--- src/common/pisr_pkg.sv ---
// What this block does
// - package request follows the shallowest idle state requested by any compute core
// - enter C6 only with all cores C6+, graphics down, tolerance allowing C6
// - in C6 keep C3 conditions, stop base clock, request reduced regulator state
// - enter C8 only with all cores C8+, graphics down, tolerance allowing C8
// - C8 or C10 qualified and not demoted: flush last-level cache gradually or in one step, then remove its supply
// - enter C10 only with all cores C10, graphics down, tolerance allowing C10
// - C10 keeps C8 conditions, display self refresh or off, deepest regulator state, crystal off
// - display counts as self refreshing only with one embedded panel supporting it
// - a qualifying deep state may be demoted to a shallower one for performance
// - demotion weighs wake rate against its threshold and whether entry energy is paid back
// - auto-demotion enabled out of reset, switchable by firmware setting
// - cache flush gradual by ways or all at once, chosen by idle wait hint
// - on return to C0 the cache is re-enabled gradually
// - single display: at most C10 with self refresh, at most C8 without
// - memory not reserved for graphics goes to self refresh in C3 or deeper
package pisr_pkg;
    localparam int NUM_CORES = 4;
    localparam int LLC_WAYS = 8;
    localparam int WAY_W = 4;
    localparam int LAT_W = 16;
    localparam int WAKE_W = 8;
    // idle state codes, numbered so that deeper means larger
    typedef enum logic [2:0] {
        PISR_C0, PISR_C2, PISR_C3, PISR_C6, PISR_C8, PISR_C10
    } pisr_cstate_t;
    // exit latencies in ns for each deep state
    localparam int EXIT_LAT_C3_NS = 100;
    localparam int EXIT_LAT_C6_NS = 200;
    localparam int EXIT_LAT_C8_NS = 400;
    localparam int EXIT_LAT_C10_NS = 1000;
    localparam logic [LAT_W-1:0] EXIT_LAT_C3 = LAT_W'(EXIT_LAT_C3_NS);
    localparam logic [LAT_W-1:0] EXIT_LAT_C6 = LAT_W'(EXIT_LAT_C6_NS);
    localparam logic [LAT_W-1:0] EXIT_LAT_C8 = LAT_W'(EXIT_LAT_C8_NS);
    localparam logic [LAT_W-1:0] EXIT_LAT_C10 = LAT_W'(EXIT_LAT_C10_NS);
    // wake-rate threshold (wakes per window) above which C8 and C10 are demoted to C6
    localparam logic [WAKE_W-1:0] WAKE_DEMOTE_THRESH = 8'h10;
    // per-step time of a gradual flush or restore of one way
    localparam int WAY_STEP_NS = 40;
    localparam int CLK_PERIOD_NS = 10;
    localparam int WAY_STEP_CYC = (WAY_STEP_NS + CLK_PERIOD_NS - 1) / CLK_PERIOD_NS;
    localparam logic [7:0] WAY_STEP_CYC_M1 = 8'(WAY_STEP_CYC - 1);
    localparam logic [WAY_W-1:0] WAYS_ALL = WAY_W'(LLC_WAYS);
    localparam logic [WAY_W-1:0] WAYS_NONE = 4'h0;
    localparam logic AUTO_DEMOTE_RESET = 1'b1;
endpackage : pisr_pkg

--- src/logic/pisr_resolver.sv ---
`timescale 1ns/1ps
module pisr_resolver (
    // clock and reset
    input wire logic clk,
    input wire logic reset_n,
    input wire logic clk_en,
    // core and graphics idle status
    input wire pisr_pkg::pisr_cstate_t core_cstate [pisr_pkg::NUM_CORES],
    input wire logic [pisr_pkg::NUM_CORES-1:0] flush_all_hint,
    input wire logic graphics_power_down_state,
    input wire logic wake_event,
    // platform status
    input wire logic [pisr_pkg::LAT_W-1:0] latency_tolerance_report,
    input wire logic [pisr_pkg::WAKE_W-1:0] core_wake_rate,
    input wire logic entry_energy_ok,
    input wire logic display_on,
    input wire logic display_count_single,
    input wire logic display_embedded,
    input wire logic panel_self_refresh_capable,
    input wire logic panel_self_refresh_enabled,
    // firmware configuration
    input wire logic auto_demote_cfg,
    input wire logic auto_demote_cfg_load,
    // package state and platform controls
    output pisr_pkg::pisr_cstate_t pkg_cstate,
    output logic base_clk_stop,
    output logic crystal_clk_stop,
    output logic [1:0] regulator_power_state,
    output logic memory_self_refresh_manager,
    output logic llc_power_off,
    output logic [pisr_pkg::WAY_W-1:0] llc_ways_active,
    output logic auto_demote_en
);
    import pisr_pkg::*;

    pisr_cstate_t req_state;
    pisr_cstate_t qual_state;
    pisr_cstate_t target_state;
    pisr_cstate_t pkg_reg;
    logic [WAY_W-1:0] ways_reg;
    logic [7:0] step_cnt_reg;
    logic all_c6;
    logic all_c8;
    logic all_c10;
    logic any_flush_all;
    logic self_refresh_ok;
    logic display_quiet;
    logic demote;
    logic auto_demote_reg;

    // shallowest request over all cores
    always_comb begin
        req_state = PISR_C10;
        for (int i = 0; i < NUM_CORES; i++) begin
            if (core_cstate[i] < req_state) begin
                req_state = core_cstate[i];
            end
        end
    end

    assign all_c6 = (req_state >= PISR_C6);
    assign all_c8 = (req_state >= PISR_C8);
    assign all_c10 = (req_state == PISR_C10);
    assign any_flush_all = |flush_all_hint;

    // self refresh only counts for one embedded panel that supports it
    assign self_refresh_ok = display_count_single && display_embedded
        && panel_self_refresh_capable && panel_self_refresh_enabled;
    assign display_quiet = !display_on || self_refresh_ok;

    // demotion when wakes are frequent or the entry energy is not paid back
    assign demote = auto_demote_reg
        && ((core_wake_rate > WAKE_DEMOTE_THRESH) || !entry_energy_ok);

    // deepest state whose conditions all hold, falling back step by step
    always_comb begin
        qual_state = PISR_C0;
        if (all_c6 && graphics_power_down_state) begin
            qual_state = PISR_C2;
            if (latency_tolerance_report >= EXIT_LAT_C3) begin
                qual_state = PISR_C3;
            end
            if (latency_tolerance_report >= EXIT_LAT_C6) begin
                qual_state = PISR_C6;
            end
            if (all_c8 && latency_tolerance_report >= EXIT_LAT_C8) begin
                qual_state = PISR_C8;
            end
            if (all_c10 && display_quiet && latency_tolerance_report >= EXIT_LAT_C10) begin
                qual_state = PISR_C10;
            end
        end
    end

    always_comb begin
        target_state = qual_state;
        if (demote && qual_state > PISR_C6) begin
            target_state = PISR_C6;
        end
        if (wake_event) begin
            target_state = PISR_C0;
        end
    end

    // firmware switch for auto-demotion, enabled from reset
    always_ff @(posedge clk or negedge reset_n) begin
        if (!reset_n) begin
            auto_demote_reg <= AUTO_DEMOTE_RESET;
        end else if (clk_en && auto_demote_cfg_load) begin
            auto_demote_reg <= auto_demote_cfg;
        end
    end

    // package state; C8 and deeper are held back until the cache is drained
    always_ff @(posedge clk or negedge reset_n) begin
        if (!reset_n) begin
            pkg_reg <= PISR_C0;
        end else if (clk_en) begin
            if (target_state >= PISR_C8 && ways_reg != WAYS_NONE) begin
                pkg_reg <= PISR_C6;
            end else begin
                pkg_reg <= target_state;
            end
        end
    end

    // cache sizing: flush on deep request, regrow gradually on return to active
    always_ff @(posedge clk or negedge reset_n) begin
        if (!reset_n) begin
            ways_reg <= WAYS_ALL;
            step_cnt_reg <= 8'h00;
        end else if (clk_en) begin
            if (target_state >= PISR_C8) begin
                if (any_flush_all) begin
                    ways_reg <= WAYS_NONE;
                    step_cnt_reg <= 8'h00;
                end else if (ways_reg != WAYS_NONE) begin
                    if (step_cnt_reg == WAY_STEP_CYC_M1) begin
                        ways_reg <= ways_reg - 4'h1;
                        step_cnt_reg <= 8'h00;
                    end else begin
                        step_cnt_reg <= step_cnt_reg + 8'h01;
                    end
                end
            end else if (pkg_reg == PISR_C0 && ways_reg != WAYS_ALL) begin
                // one way per step keeps the refill traffic from stalling the cores
                if (step_cnt_reg == WAY_STEP_CYC_M1) begin
                    ways_reg <= ways_reg + 4'h1;
                    step_cnt_reg <= 8'h00;
                end else begin
                    step_cnt_reg <= step_cnt_reg + 8'h01;
                end
            end else begin
                step_cnt_reg <= 8'h00;
            end
        end
    end

    // platform controls follow the committed package state
    always_ff @(posedge clk or negedge reset_n) begin
        if (!reset_n) begin
            pkg_cstate <= PISR_C0;
            base_clk_stop <= 1'b0;
            crystal_clk_stop <= 1'b0;
            regulator_power_state <= 2'h0;
            memory_self_refresh_manager <= 1'b0;
            llc_power_off <= 1'b0;
            llc_ways_active <= WAYS_ALL;
            auto_demote_en <= AUTO_DEMOTE_RESET;
        end else if (clk_en) begin
            pkg_cstate <= pkg_reg;
            memory_self_refresh_manager <= (pkg_reg >= PISR_C3);
            base_clk_stop <= (pkg_reg >= PISR_C6);
            llc_power_off <= (pkg_reg >= PISR_C8) && (ways_reg == WAYS_NONE);
            crystal_clk_stop <= (pkg_reg == PISR_C10);
            case (pkg_reg)
                PISR_C10: regulator_power_state <= 2'h3;
                PISR_C8: regulator_power_state <= 2'h2;
                PISR_C6: regulator_power_state <= 2'h1;
                default: regulator_power_state <= 2'h0;
            endcase
            llc_ways_active <= ways_reg;
            auto_demote_en <= auto_demote_reg;
        end
    end
endmodule : pisr_resolver

--- config.mk ---
export PLATFORM = sky130hd
export DESIGN_NAME = pisr_resolver
export DESIGN_NICKNAME = d
export VERILOG_FILES = /design/src/common/pisr_pkg.sv /design/src/logic/pisr_resolver.sv
export SDC_FILE = /design/constraint.sdc
export NUM_CORES = 1
export LEC_CHECK = 0
export BUFFER_PORTS_ARGS = -buffer_cell sky130_fd_sc_hd__buf_2
export CORE_ASPECT_RATIO = 1.75
export CORE_MARGIN = 2
export CORE_UTILIZATION = 40
export DETAILED_ROUTE_END_ITERATION = 10
export GPL_ROUTABILITY_DRIVEN = 0
export HOLD_SLACK_MARGIN = 0.1
export REMOVE_ABC_BUFFERS = 1
export SLEW_MARGIN = 0
export SYNTH_ARGS = -nofsm -noshare
export SYNTH_HDL_FRONTEND = slang
export SYNTH_SLANG_ARGS = --single-unit
export TNS_END_PERCENT = 10
--- constraint.sdc ---
create_clock -name clk -period 5.8 [get_ports clk]
set_clock_uncertainty 0.05 [all_clocks]
set_input_delay 1.16 -clock clk [delete_from_list [all_inputs] [get_ports clk]]
set_output_delay 1.16 -clock clk [all_outputs]
set_load 0.01 [all_outputs]
==> metrics.md <==
| Metric | Value |
|---|---|
| Status | finished, final reports clean |
| Reg clk slew, reported paths | 0.07 ns |
| Max Cap Violations | 0 |
| CP arrival | 5.46 ns |
| Initial antenna violation count | 0 |
| Ys Warns | 0 |
| Final worst-path cycle share | 91.6% |
| TritonCTS clock tree | built |
| Util after Layout | 50.7% |
| Post-synth top area cell | dfrtp_1 |
| Starting Density | 41.5% |
| Critical Path Sink Type | flop |
| Worst min path class | flop to flop |
| Final wirelength | 5.36 mm |
| Power Total | 0.000720 W |
| Setup Viol. Count Final | 0 |
| Global Route Usage Sum | 18.6% |
| Fin crit period | 5.32 ns |
| Peak supply drop | 112 µV |
| Most used DFF post-synth | dfrtp_1 |
| DRT antenna net count | 0 |
| Startpoint types | input port |
| Post-Layout Cell Count | 358 |
| Final Hold Viols | 0 |
| Placeable Area | 5260 µm² |
| PwrDens | 270 nW/µm² |
| CTS Sinks | 30 |
| DRC violations left | 0 |
| Asr flop ratio synth | 100% |
| Nets@finish | 367 |
| Area delta synth->final | 22.0% |
| Vias in the first global route | 1998 |
| Max_slew headroom | 55.6% |
| First-pass GRT wire length | 8.79 mm |
| RSZ-0062 raised after global routing | no |
| Wire length per cell | 15.0 µm |
| Worst slew pin tran | 0.666 ns |
| DR vias | 2039 |
| Most frequent cells after synthesis | 26 x dfrtp_1, 24 x inv_1, 16 x nand2_1, 15 x nor2_1, 12 x ha_1 |
| Distinct cells, synth | 64 |
| Post-Syn Instances | 236 |
| I/O Buffers | 64 |
| Resize count post-CTS | 0 |
| Skew-Pair Late Insertion Delay | 0.28 ns |
| EDFF count, synth | 0 |
| Area contributors post-synth | dfrtp_1 30%, ha_1 6.9%, dfstp_2 4.8%, inv_1 4.1%, mux2_2 3.6% |
| Total negative slack | 0 ns |
| Critical Path RT | 5.94 ns |
| DRT Pass-1 Iters | 4 |
| Root buf cell | clkbuf_8 |
| DIE HEIGHT | 102 µm |
| Hold_buf cts | 0 |
| Post-CTS setup repair buffer count | 0 |
| CTS Buf Count | 5 |
| Row cnt | 35 |
| Die area | 6090 µm² |
| Layout cell share with drive strength beyond 1 | 33.7% |
| Grt ovf | 0 |
| Diodes inserted | 0 |
| Leakage | 1.24 nW |
| Pre-CTS WS | 0.0560 ns |
| Sequential area share after synthesis | 34.6% |
| I/O Pins | 67 |
| Syn_area_per_cell | 9.25 µm² |
| Slew Limit Fails | 0 |
| Final worst slack | 0.484 ns |
| Die Span X | 59.8 µm |
| Max reg flops | 8 |
| DRT iter0 DRCs | 94 |
| Pin count of the biggest net entering global routing | 31 |
| Placed cell count | 350 |
| H-tree levels | 2 |
| Clock Path Buffers | 2 |
| FMAX | 188 MHz |
| Via density | 5.70 |
| DP HPWL | 4.19 mm |
| Synthesis-stage register bit count | 30 |
| Critical path class | input port to flop |
| Share of the synthesized area in the top cell type | 29.8% |
| Most common cell in the synthesized netlist | dfrtp_1 |
| Worst-path fanout max | 6 |
| Synthesized area | 2180 µm² |
placed cells by master (no fill, tap or decap), drive strengths merged, types with 2 or more instances in the layout:
| cell | count |
|---|---|
| or2 | 2 |
| nand2 | 16 |
| o22ai | 4 |
| dfrtp | 26 |
| nor3 | 8 |
| buf | 66 |
| o21ba | 2 |
| a21o | 2 |
| o41ai | 2 |
| a32oi | 5 |
| a211oi | 4 |
| and2 | 5 |
| or4 | 2 |
| nor2b | 5 |
| o32ai | 2 |
| clkbuf | 6 |
| o221ai | 2 |
| a31oi | 4 |
| a21boi | 2 |
| a211o | 2 |
| nor4 | 3 |
| mux2 | 7 |
| dfstp | 4 |
| o21ai | 11 |
| a41oi | 2 |
| o211ai | 2 |
| a21oi | 12 |
| ha | 12 |
| inv | 24 |
| o31ai | 6 |
| nand3 | 7 |
| mux2i | 4 |
| nor2 | 16 |
| nand4 | 2 |
| or3 | 6 |
final cells by class:
class	instances	area (µm²)
clock inverter	2	12.5
clock buffer	6	82.6
fill	519	2590
tap	55	68.8
inverter	24	90.1
timing repair buffer	66	335
sequential	30	756
multi-input combinational	175	1320
final timing paths:
| path | startpoint | to | slack [ns] | depth (start not counted) |
|---|---|---|---|---|
| worst max-delay path | core_cstate[11] | ways_reg[3]$_DFFE_PN1P_ | 0.48 | 23 |
| worst min-delay path | regulator_power_state[1]$_DFFE_PN0P_ | regulator_power_state[1]$_DFFE_PN0P_ | 0.45 | 2 |
| worst max register to register | auto_demote_reg$_DFFE_PN1P_ | ways_reg[3]$_DFFE_PN1P_ | 3.37 | 7 |
| worst min register to register | regulator_power_state[1]$_DFFE_PN0P_ | regulator_power_state[1]$_DFFE_PN0P_ | 0.45 | 2 |
| max in group asynchronous | reset_n | pkg_reg[0]$_DFFE_PN0P_ | 4.41 | 1 |
| min in group asynchronous | reset_n | llc_ways_active[0]$_DFFE_PN0P_ | 0.86 | 1 |
report_power, final:
| part | total, W | switching, W | leakage (nW) | internal (W) |
|---|---|---|---|---|
| logic | 0.000245 | 0.000130 | 0.811 | 0.000114 |
| clock network | 0.000179 | 0.0000837 | 0.0472 | 0.0000953 |
| registers | 0.000296 | 0.0000410 | 0.377 | 0.000255 |
| total | 0.000720 | 0.000255 | 1.24 | 0.000465 |
worst max-delay path: stages:
cell      delay (ns)
buf_2           0.11
inv_1           0.07
nand2_1         0.07
ha_1            0.30
inv_1           0.04
a211o_1         0.28
a21o_1          0.16
a31oi_2         0.25
ha_1            0.18
inv_1           0.04
a311oi_1        0.33
nor3_2          0.11
nor2_1          0.10
a21oi_1         0.05
ha_1            0.27
or2_0           0.22
a21oi_1         0.26
a31oi_2         0.12
and4b_1         0.31
o21a_2          0.28
a32o_1          0.22
a222oi_1        0.36
o22ai_1         0.14
metal layers:
metal	global-route usage [%]	vias up	part of all wire (%)
li1	-	1009	-
met1	18.9	971	38
met2	36.0	54	56
met3	3.32	5	4.3
met4	6.50	0	1.5
met5	0	-	0
per-stage QoR:
step                hold slack [ns]  area (µm²)
finish                        0.453        2660
global route                  0.476        2660
CTS                           0.451        2650
detailed placement            0.434        2560
global placement              0.436        2560
floorplan                     0.409        2150
kinds of logic (layout without fill, tap and decap cells):
| kind of cell | Yosys count | after routing | share of synthesized area, % |
|---|---|---|---|
| AOI/OAI and AO/OA | 75 | 75 | 27.8 |
| xor gates and xnor gates | 1 | 1 | 0.401 |
| adders and majority gates | 12 | 12 | 6.88 |
| buffers and inverters | 31 | 98 | 5.50 |
| DFF | 30 | 30 | 34.6 |
| muxes | 11 | 11 | 5.45 |
| and+or+nand+nor | 76 | 76 | 19.3 |
(Power assumes the default switching activity.)
